<file path="src/rcs_pkg.sv">
// package with register map, field layout and types of the reference clock select block
package rcs_pkg;

   localparam int unsigned CLK_PERIOD_NS = 100;
   localparam int unsigned NUM_RX_CLOCKS = 22;
   localparam int unsigned NUM_SUM_CH = 16;

   // byte addresses on the apb bus
   localparam logic [11:0] ADDR_REF_CFG = 12'h280;
   localparam logic [11:0] ADDR_SUM_CH1_8 = 12'h2c0;
   localparam logic [11:0] ADDR_SUM_CH9_16 = 12'h300;
   localparam logic [11:0] ADDR_IRQ_STATUS = 12'h400;
   localparam logic [11:0] ADDR_IRQ_MASK = 12'h404;

   // secondary reference configuration field positions
   localparam int unsigned REF_OE_BIT = 6;
   localparam int unsigned REF_E1_BIT = 5;
   localparam int unsigned REF_SEL_LSB = 0;
   localparam int unsigned REF_SEL_W = 5;
   localparam logic [7:0] REF_CFG_RESET = 8'h41;
   localparam logic [7:0] REF_CFG_WMASK = 8'h7f;

   // highest code that still names a recovered channel clock
   localparam logic [4:0] SEL_LAST_CHANNEL = 5'h15;

   localparam logic [7:0] SUM_RESET = 8'h00;
   localparam logic [15:0] IRQ_STATUS_RESET = 16'h0000;
   localparam logic [15:0] IRQ_MASK_RESET = 16'h0000;

   typedef struct packed {
      logic reserved;
      logic output_enable;
      logic ext_clock_is_e1;
      logic [4:0] source_select;
   } rcs_ref_cfg_t;

   typedef struct packed {
      logic [7:0] channels_9_to_16;
      logic [7:0] channels_1_to_8;
   } rcs_summary_t;

   function automatic logic sel_is_external(input logic [4:0] sel);
      sel_is_external = (sel > SEL_LAST_CHANNEL);
   endfunction

endpackage

</file>
<file path="src/rcs_ref_select.sv">
// secondary reference clock source selector with output enable
module rcs_ref_select #(
   parameter int unsigned NUM_CLOCKS = rcs_pkg::NUM_RX_CLOCKS
) (
   input wire logic clk,
   input wire logic reset,
   input wire rcs_pkg::rcs_ref_cfg_t cfg,
   input wire logic [NUM_CLOCKS-1:0] rx_clocks,
   input wire logic ext_clock,
   output logic ref_out,
   output logic ref_oe
);

   logic ref_out_reg;
   logic ref_oe_reg;
   wire logic use_ext;
   wire logic chan_clock;
   wire logic picked;

   assign use_ext = rcs_pkg::sel_is_external(cfg.source_select); // see [RULE4]
   assign chan_clock = use_ext ? 1'b0 : rx_clocks[cfg.source_select]; // see [RULE3]
   assign picked = use_ext ? ext_clock : chan_clock; // see [RULE4]

   always_ff @(posedge clk or posedge reset) begin
      if (reset) begin
         ref_out_reg <= 1'b0;
         ref_oe_reg <= 1'b0;
      end else begin
         ref_out_reg <= picked;
         ref_oe_reg <= cfg.output_enable; // see [RULE1]
      end
   end

   assign ref_out = ref_out_reg;
   assign ref_oe = ref_oe_reg;

endmodule

</file>
<file path="src/rcs_irq_summary.sv">
// per-channel pending summary with sticky event status, mask and interrupt line
module rcs_irq_summary #(
   parameter int unsigned NUM_CH = rcs_pkg::NUM_SUM_CH
) (
   input wire logic clk,
   input wire logic reset,
   input wire logic [NUM_CH-1:0] pending,
   input wire logic status_clear,
   input wire logic [NUM_CH-1:0] mask,
   output logic [NUM_CH-1:0] summary,
   output logic [NUM_CH-1:0] status,
   output logic irq
);

   logic [NUM_CH-1:0] summary_reg;
   logic [NUM_CH-1:0] status_reg;
   logic [NUM_CH-1:0] status_next;
   logic irq_reg;
   wire logic [NUM_CH-1:0] rising;

   assign rising = pending & ~summary_reg;
   // a new event in the clearing cycle survives the clear
   assign status_next = (status_clear ? '0 : status_reg) | rising;

   always_ff @(posedge clk or posedge reset) begin
      if (reset) begin
         summary_reg <= '0;
         status_reg <= '0;
         irq_reg <= 1'b0;
      end else begin
         summary_reg <= pending; // see [RULE8]
         status_reg <= status_next;
         irq_reg <= |(status_next & ~mask);
      end
   end

   assign summary = summary_reg;
   assign status = status_reg;
   assign irq = irq_reg;

endmodule

</file>
<file path="src/rcs_ref_clock_regs.sv">
// apb register slice: secondary reference clock select and channel interrupt summaries
// Operation
// [RULE1] output enable 1 drives selected clock on reference pin, 0 releases it
// [RULE2] frequency bit 1 marks external clock as e1 rate; software sets it
// [RULE3] select codes 0 to 21 route that channel's recovered receive clock
// [RULE4] select codes 22 to 31 route the external clock input instead
// [RULE5] configuration register resets to 41h: enabled, bit clear, channel 1
// [RULE6] first summary register bits 7..0 show channels 8..1
// [RULE7] second summary register bits 7..0 show channels 16..9
// [RULE8] summary bit is 1 while its channel has a pending interrupt, else 0
// [RULE9] reserved bit 7 of configuration reads zero and ignores writes
//
// Implementation choice: the APB slave port.
module rcs_ref_clock_regs (
   input wire logic clk,
   input wire logic reset,
   input wire logic psel,
   input wire logic penable,
   input wire logic pwrite,
   input wire logic [11:0] paddr,
   input wire logic [31:0] pwdata,
   input wire logic [3:0] pstrb,
   output logic [31:0] prdata,
   output logic pready,
   output logic pslverr,
   input wire logic [rcs_pkg::NUM_RX_CLOCKS-1:0] rx_recovered_clocks,
   input wire logic secondary_external_clock_input,
   input wire logic [rcs_pkg::NUM_SUM_CH-1:0] channel_irq_pending,
   output logic secondary_reference_pin_o,
   output logic secondary_reference_pin_oe,
   output logic secondary_ext_clock_is_e1,
   output logic irq
);

   rcs_pkg::rcs_ref_cfg_t ref_cfg_reg;
   rcs_pkg::rcs_ref_cfg_t ref_cfg_next;
   logic [15:0] irq_mask_reg;
   logic [15:0] irq_mask_next;
   logic [31:0] prdata_reg;
   logic pready_reg;
   logic pslverr_reg;
   logic is_e1_reg;

   rcs_pkg::rcs_summary_t summary;
   logic [15:0] summary_bits;
   logic [15:0] irq_status;
   logic ref_pin;
   logic ref_pin_oe;
   logic irq_line;

   // address decode
   wire logic hit_cfg;
   wire logic hit_sum1;
   wire logic hit_sum2;
   wire logic hit_status;
   wire logic hit_mask;
   wire logic hit_any;
   wire logic setup_phase;
   wire logic access_done;
   wire logic wr_cfg;
   wire logic wr_mask;
   wire logic rd_status;
   wire logic [31:0] read_mux;

   assign hit_cfg = (paddr == rcs_pkg::ADDR_REF_CFG);
   assign hit_sum1 = (paddr == rcs_pkg::ADDR_SUM_CH1_8);
   assign hit_sum2 = (paddr == rcs_pkg::ADDR_SUM_CH9_16);
   assign hit_status = (paddr == rcs_pkg::ADDR_IRQ_STATUS);
   assign hit_mask = (paddr == rcs_pkg::ADDR_IRQ_MASK);
   assign hit_any = hit_cfg | hit_sum1 | hit_sum2 | hit_status | hit_mask;

   // one wait-free access: pready rises in the cycle after setup
   assign setup_phase = psel & ~penable;
   assign access_done = psel & penable & pready_reg;
   assign wr_cfg = access_done & pwrite & hit_cfg & pstrb[0];
   assign wr_mask = access_done & pwrite & hit_mask;
   // clear at the edge that captures the read data, so no event falls between them
   assign rd_status = setup_phase & ~pwrite & hit_status;

   // summary registers are read-only views; writes to them are dropped
   assign summary = summary_bits;

   assign read_mux =
      hit_cfg ? {24'h000000, 1'b0, ref_cfg_reg[6:0]} : // see [RULE9]
      hit_sum1 ? {24'h000000, summary.channels_1_to_8} : // see [RULE6]
      hit_sum2 ? {24'h000000, summary.channels_9_to_16} : // see [RULE7]
      hit_status ? {16'h0000, irq_status} :
      hit_mask ? {16'h0000, irq_mask_reg} :
      32'h00000000;

   // reserved bit never stored, so it cannot be written
   assign ref_cfg_next = wr_cfg ?
      rcs_pkg::rcs_ref_cfg_t'(pwdata[7:0] & rcs_pkg::REF_CFG_WMASK) : ref_cfg_reg; // see [RULE9]

   assign irq_mask_next = {
      (wr_mask & pstrb[1]) ? pwdata[15:8] : irq_mask_reg[15:8],
      (wr_mask & pstrb[0]) ? pwdata[7:0] : irq_mask_reg[7:0]
   };

   always_ff @(posedge clk or posedge reset) begin
      if (reset) begin
         ref_cfg_reg <= rcs_pkg::rcs_ref_cfg_t'(rcs_pkg::REF_CFG_RESET); // see [RULE5]
         irq_mask_reg <= rcs_pkg::IRQ_MASK_RESET;
         is_e1_reg <= 1'b0;
      end else begin
         ref_cfg_reg <= ref_cfg_next;
         irq_mask_reg <= irq_mask_next;
         is_e1_reg <= ref_cfg_next.ext_clock_is_e1; // see [RULE2]
      end
   end

   always_ff @(posedge clk or posedge reset) begin
      if (reset) begin
         prdata_reg <= 32'h00000000;
         pready_reg <= 1'b0;
         pslverr_reg <= 1'b0;
      end else begin
         pready_reg <= setup_phase;
         pslverr_reg <= setup_phase & ~hit_any;
         prdata_reg <= (setup_phase & ~pwrite) ? read_mux : 32'h00000000;
      end
   end

   rcs_ref_select #(
      .NUM_CLOCKS(rcs_pkg::NUM_RX_CLOCKS)
   ) u_ref_select (
      .clk(clk),
      .reset(reset),
      .cfg(ref_cfg_reg),
      .rx_clocks(rx_recovered_clocks),
      .ext_clock(secondary_external_clock_input),
      .ref_out(ref_pin),
      .ref_oe(ref_pin_oe)
   );

   rcs_irq_summary #(
      .NUM_CH(rcs_pkg::NUM_SUM_CH)
   ) u_irq_summary (
      .clk(clk),
      .reset(reset),
      .pending(channel_irq_pending), // see [RULE8]
      .status_clear(rd_status),
      .mask(irq_mask_reg),
      .summary(summary_bits),
      .status(irq_status),
      .irq(irq_line)
   );

   assign prdata = prdata_reg;
   assign pready = pready_reg;
   assign pslverr = pslverr_reg;
   assign secondary_reference_pin_o = ref_pin; // see [RULE1]
   assign secondary_reference_pin_oe = ref_pin_oe; // see [RULE1]
   assign secondary_ext_clock_is_e1 = is_e1_reg;
   assign irq = irq_line;

endmodule

</file>
<file path="config.mk">
export PLATFORM = sky130hd
export DESIGN_NAME = rcs_ref_clock_regs
export DESIGN_NICKNAME = d
export VERILOG_FILES = /design/src/rcs_pkg.sv /design/src/rcs_ref_select.sv /design/src/rcs_irq_summary.sv /design/src/rcs_ref_clock_regs.sv
export SDC_FILE = /design/constraint.sdc
export NUM_CORES = 1
export LEC_CHECK = 0
export ABC_AREA = 1
export BUFFER_PORTS_ARGS = -buffer_cell sky130_fd_sc_hd__buf_2
export CORE_AREA = 2 2 91 93
export DETAILED_ROUTE_END_ITERATION = 7
export DIE_AREA = 0 0 93 95
export GPL_TIMING_DRIVEN = 0
export PLACE_DENSITY = 0.75
export SETUP_SLACK_MARGIN = 0.2
export SYNTH_ARGS = -nofsm -noshare
export SYNTH_HDL_FRONTEND = slang
export SYNTH_SLANG_ARGS = --single-unit
</file>
<file path="constraint.sdc">
create_clock -name clk -period 2.99 [get_ports clk]
set_input_delay 0.598 -clock clk [delete_from_list [all_inputs] [get_ports clk]]
set_output_delay 0.598 -clock clk [all_outputs]
set_load 0.005 [all_outputs]
</file>
After elaboration in Yosys (flattened, before gate mapping)
Cells that the tools add are included.

storage, ports and cells
  register bits after elaboration = 76
  bits of input ports = 92
  output and inout bits = 38
  word-level logic and storage cells = 55

cells by class
  $lt $le $gt $ge = 2
  equal/unequal tests = 5
  muxes and demuxes = 10
  bitwise gates (word level) = 24
  reductions and logical operators = 1

operators with widths
  kind                    count
  $mux W16                7
  $eq A12 B10 Y1 const B  3
  $and A16 B16 Y16        2
  $not A16 Y16            2
  $eq A12 B11 Y1 const B  2
  $or A16 B16 Y16         1
  $reduce_or A16 Y1       1
  $and A1 B1 Y1           12
  $lt A5 B6 Y1 const B    1
  $bmux W1 S5             1
  $gt A5 B5 Y1 const B    1
  $or A1 B1 Y1            4
  $not A1 Y1              3
  $mux W1                 2

Logic depth before layout (Yosys ltp)
  depth after elaboration = 8
  mapped depth = 13
  mapped depth without buffers = 12

Modules after synthesis
A second synthesis with hierarchy kept.

unflattened totals
  cell total of the unflattened synthesis = 515
  area, all modules = 4,036.4 um2

by module, submodules not included
  module              instances  cells an instance  area an instance (um2)  seq. area each (um2)
  rcs_ref_clock_regs  1          283                2,338.5                 1,028.5
  rcs_irq_summary     1          150                1,315.0                 825.8
  rcs_ref_select      1          82                 382.9                   50.0

Least setup slack after synthesis
OpenSTA, ideal clock, no wires.

  kind = input to register
  start = input port paddr[11]
  end = register irq_mask_reg[0]
  library setup time = 0.118 ns
  data arrival time = 1.657 ns
  required time = 2.872 ns
  setup slack = 1.216 ns
  stages = 11
  buffers on the path = 1
  cell sequence = inv_1 nand2_1 nor2_4 inv_2 nor2_2 nand3_2 inv_2 nand2_4 buf_6 a21oi_1 inv_1

on the way
  cells in the longest elaborated chain, start to end = 3

RTL lines
  item                    line                       source
  start: declaration      rcs_ref_clock_regs.sv:20   input wire logic [11:0] paddr,
  $eq A12 B11 Y1          rcs_ref_clock_regs.sv:69   assign hit_mask = (paddr == rcs_pkg::ADDR_IRQ_MASK);
  $and A1 B1 Y1           rcs_ref_clock_regs.sv:76   assign wr_mask = access_done & pwrite & hit_mask;
  $and A1 B1 Y1           rcs_ref_clock_regs.sv:97   (wr_mask & pstrb[0]) ? pwdata[7:0] : irq_mask_reg[7:0]
  end signal: assignment  rcs_ref_clock_regs.sv:103  irq_mask_reg <= rcs_pkg::IRQ_MASK_RESET;
  end signal: assignment  rcs_ref_clock_regs.sv:107  irq_mask_reg <= irq_mask_next;
  end: declaration        rcs_ref_clock_regs.sv:37   logic [15:0] irq_mask_reg;

No other way between the ends.
A chain may end at the register's enable or synchronous reset.

Worst setup path in the final report
  start = input port penable
  end = register u_irq_summary.irq_reg, in the netlist u_irq_summary.irq

on the way
  cells in the longest elaborated chain, start to end = 8

RTL lines
  item                                    line                      source
  start: declaration                      rcs_ref_clock_regs.sv:18  input wire logic penable,
  $not A1 Y1                              rcs_ref_clock_regs.sv:73  assign setup_phase = psel & ~penable;
  $and A1 B1 Y1                           rcs_ref_clock_regs.sv:73
  $and A1 B1 Y1 (2 in series)             rcs_ref_clock_regs.sv:78  assign rd_status = setup_phase & ~pwrite & hit_status;
  $mux W16                                rcs_irq_summary.sv:23     assign status_next = (status_clear ? '0 : status_reg) | rising;
  $or A16 B16 Y16                         rcs_irq_summary.sv:23
  named net u_irq_summary.status_next[1]  rcs_irq_summary.sv:17     logic [NUM_CH-1:0] status_next;
  $and A16 B16 Y16                        rcs_irq_summary.sv:33     irq_reg <= |(status_next & ~mask);
  $reduce_or A16 Y1                       rcs_irq_summary.sv:33
  end signal: assignment                  rcs_irq_summary.sv:33
  end: declaration                        rcs_irq_summary.sv:18     logic irq_reg;

The timed path passes the listed nets, and every way through them passes these cells.

==> impl_results.rst <==
.. list-table::
   :header-rows: 1

   * - Metric
     - Value
   * - Status
     - completed
   * - Register bit count reported by yosys
     - 76
   * - Number of antenna violations at the first check in global routing
     - 0
   * - Final setup fails
     - 0
   * - Post-synth EDFFs
     - 0
   * - Count of boundary I/O pins
     - 130
   * - CTS clock-pin slew for the worst setup and hold paths
     - 90 ps
   * - Ratio of routed vias to standard cells
     - 4.71
   * - Total power per unit cell area
     - 438 mW/mm²
   * - Post-route standard cell area excluding fillers
     - 0.00471 mm²
   * - Maximum number of pins on one net before global-route repair
     - 56
   * - Maximum vdd drop
     - 0.281 mV
   * - Part of the Yosys area used for sequential elements
     - 50.2%
   * - Max-slew violations
     - 0
   * - Commonest register cell after synthesis
     - sky130_fd_sc_hd__dfrtp_1
   * - Data arrival time of the worst path
     - 2120 ps
   * - Longest Clk Path Bufs
     - 2
   * - Kind of cell adding the most delay to the critical path
     - simple AND/OR/NAND/NOR gates
   * - Routed Wire Length
     - 8530 µm
   * - Clock network fraction of total power
     - 42.2%
   * - Clock Latency Late Sink
     - 350 ps
   * - NetSw
     - 481 µW
   * - Detailed router's first-iteration violation count
     - 161
   * - Layout cells sized above 1
     - 29.1%
   * - Total CTS buffers
     - 9
   * - Final period util
     - 62.9%
   * - Type of element capturing the critical path
     - flop
   * - Share of total power consumed by net switching
     - 23.3%
   * - Crit path required time
     - 3230 ps
   * - Number of buffer cells added on primary ports
     - 95
   * - Die area
     - 0.00884 mm²
   * - Worst Skew
     - 8.20 ps
   * - DP Wirelength
     - 6530 µm
   * - Global-route wire length before repair
     - 13,800 µm
   * - Start-to-end type of the worst setup path
     - primary input to flop
   * - Largest fanout of any net on the critical path
     - 10
   * - CTS Hold Buffers Added
     - 0
   * - Setup repair after global routing missed its margin
     - false
   * - Floorplan die width
     - 93 µm
   * - Height of the die
     - 95 µm
   * - Routability Congestion
     - 0.851
   * - Final antenna-violating net count
     - 0
   * - Count of cells resized by post-cts repair
     - 0
   * - Period minus WS final
     - 1880 ps
   * - Peak per-stage delay on the critical path
     - 390 ps
   * - Placeable Area
     - 0.00793 mm²
   * - Fraction of power consumed by combinational cells
     - 7.1%
   * - Fin. Hold Viols
     - 0
   * - TritonCTS clock tree
     - yes
   * - Crit path top cell by count
     - sky130_fd_sc_hd__nand2_1
   * - Max frequency
     - 0.532 GHz
   * - Distinct cells, synth
     - 36
   * - Starting density of the core
     - 47.9%
   * - Row cnt
     - 33
   * - Static Leakage
     - 2.70 nW
   * - Min-delay worst type
     - primary input to async pin
   * - Number of clock sinks seen by CTS
     - 76
   * - Clock tree root driver cell
     - sky130_fd_sc_hd__clkbuf_8
   * - # H-tree levels
     - 3
   * - Wire length per cell
     - 12.2 µm
   * - Int Pwr
     - 1.58 mW
   * - Total standard cell area after synthesis
     - 0.00379 mm²
   * - Overall global routing resource usage
     - 20.2%
   * - Total number of vias
     - 3,300
   * - Synth Warn #
     - 0
   * - Total buffers and inverters traversed by the critical path
     - 4
   * - Critical path's slowest cell
     - sky130_fd_sc_hd__nor2_2
   * - Hold Slack
     - 194 ps
   * - Fraction of power consumed by sequential logic
     - 50.7%
   * - Number of nets at the end of the flow
     - 682
   * - Total cell area at the placement stage
     - 0.00449 mm²
   * - Count of mapped cells out of synthesis
     - 468
   * - Total grt overflow
     - 0
   * - Synthesis-to-finish area growth
     - 24.1%
   * - Number of post-CTS setup repair buffers
     - 0
   * - Syn avg cell area
     - 8.11 µm²
   * - Crit path launch type
     - primary input
   * - Initial DRT Pass Iterations
     - 4
   * - Share of synthesized flip-flops with an asynchronous set or reset
     - 100%
   * - Max_cap viols
     - 0
   * - Via count of the first global-routing pass
     - 3,081
   * - CP Cell Sequence
     - buf_2 > inv_1 > nand2_1 > nor2_2 > nand3_4 > buf_6 > nand2_2 > nand2_2 > nand2_1 > nand2_1 > inv_1 > nand2_1 > nor2_1 > nand2_1
   * - N_diodes
     - 0
   * - DRC violation count after routing
     - 0
## cells by family after synthesis
| logic type | count (synthesis) | synth area share [%] |
|---|---|---|
| AO/OA/AOI/OAI | 83 | 12.6 |
| buffers and inverters | 111 | 13.6 |
| flip-flops | 76 | 50.2 |
| multiplexers | 1 | 0.264 |
| other | 1 | 0.0988 |
| AND/OR/NAND/NOR | 196 | 23.2 |
## worst reg2reg max path: stages, from the launching register on
cell	delay, ps
sky130_fd_sc_hd__dfstp_2	560
sky130_fd_sc_hd__clkbuf_1	350
sky130_fd_sc_hd__o21ai_0	170
sky130_fd_sc_hd__o22ai_1	190
sky130_fd_sc_hd__nand2_1	70
sky130_fd_sc_hd__o31ai_1	70
sky130_fd_sc_hd__nand3_1	100
sky130_fd_sc_hd__nand3_1	90
## cell type report
cell class,count,area (µm²)
well taps,105,131
fillers,740,3220
clock buffers,9,124
repair buffers,96,503
flip-flops and latches,76,1900
inverters,85,323
plain buffers,26,198
multi-input cells,296,1430
clock inverters,7,98.8
## final timing paths
| kind | startpoint | endpoint | slack, ps | cells after the start |
|---|---|---|---|---|
| min reg2reg | ref_cfg_reg[6] | u_ref_select.ref_oe | 410 | 0 |
| max in group asynchronous | reset | ref_cfg_reg[6] | 2170 | 3 |
| max | penable | u_irq_summary.irq | 1110 | 14 |
| min in group clk | channel_irq_pending[9] | u_irq_summary.summary[9] | 360 | 1 |
| min | reset | irq_mask_reg[8] | 190 | 2 |
| max reg2reg | ref_cfg_reg[0] | u_ref_select.ref_out | 1330 | 7 |
## cells in the mapped netlist, types with 4 or more instances
library cell / instances / share of area, %
sky130_fd_sc_hd__nand2_1: 111 / 11
sky130_fd_sc_hd__inv_1: 82 / 8.1
sky130_fd_sc_hd__dfrtp_1: 74 / 49
sky130_fd_sc_hd__nor2_1: 40 / 4.0
sky130_fd_sc_hd__o21ai_0: 34 / 4.5
sky130_fd_sc_hd__a21oi_1: 24 / 3.2
sky130_fd_sc_hd__buf_4: 16 / 3.2
sky130_fd_sc_hd__nand3_1: 13 / 1.7
sky130_fd_sc_hd__nand2_2: 12 / 2.0
sky130_fd_sc_hd__o21ai_2: 8 / 1.8
sky130_fd_sc_hd__o21bai_1: 6 / 1.2
sky130_fd_sc_hd__buf_6: 5 / 1.5
sky130_fd_sc_hd__nor2_2: 4 / 0.66
sky130_fd_sc_hd__o21ai_1: 4 / 0.53
## power by group through the flow
stage	clock, mW	sequential (mW)	combinational [mW]
detailed placement	0	1.07	0.147
global placement	0	1.07	0.139
floorplan	0	1.07	0.0734
global route	0.926	1.05	0.167
CTS	0.883	1.05	0.147
finish	0.870	1.05	0.146
## cells in the final DEF, fill, tap and decap left out, types with 3 or more instances in the layout
cell and n:
sky130_fd_sc_hd__nand2_1 111, sky130_fd_sc_hd__buf_2 97, sky130_fd_sc_hd__inv_1 81, sky130_fd_sc_hd__dfrtp_1 74
sky130_fd_sc_hd__nor2_1 40, sky130_fd_sc_hd__o21ai_0 34, sky130_fd_sc_hd__a21oi_1 24, sky130_fd_sc_hd__buf_4 16
sky130_fd_sc_hd__conb_1 16, sky130_fd_sc_hd__nand3_1 13, sky130_fd_sc_hd__nand2_2 12, sky130_fd_sc_hd__clkbuf_8 9
sky130_fd_sc_hd__o21ai_2 8, sky130_fd_sc_hd__o21bai_1 6, sky130_fd_sc_hd__buf_6 5, sky130_fd_sc_hd__nor2_2 4
sky130_fd_sc_hd__o21ai_1 4, sky130_fd_sc_hd__nand4_1 3, sky130_fd_sc_hd__clkbuf_1 3, sky130_fd_sc_hd__o211ai_1 3
## routing by layer
metal	vias to the layer above	wire, µm	global-route usage [%]
met5	-	0	0
met4	0	148	7.23
met3	16	545	3.99
met2	121	4110	33.9
met1	1500	3730	26.3
li1	1663	-	-
## stage by stage
stage          instances  setup WS [ps]  total power, mW  util, %  setup TNS, ps
2_1_floorplan        483            457             1.14        -              0
3_3_place_gp         683           -405             1.21     56.2         -29710
3_5_place_dp         684            775             1.21     56.6              0
4_1_cts              700           1140             2.08     59.4              0
5_1_grt              700            926             2.14     59.4              0
6_report             700           1110             2.06     59.4              0
Note: power is estimated with default switching activity, not from simulation.
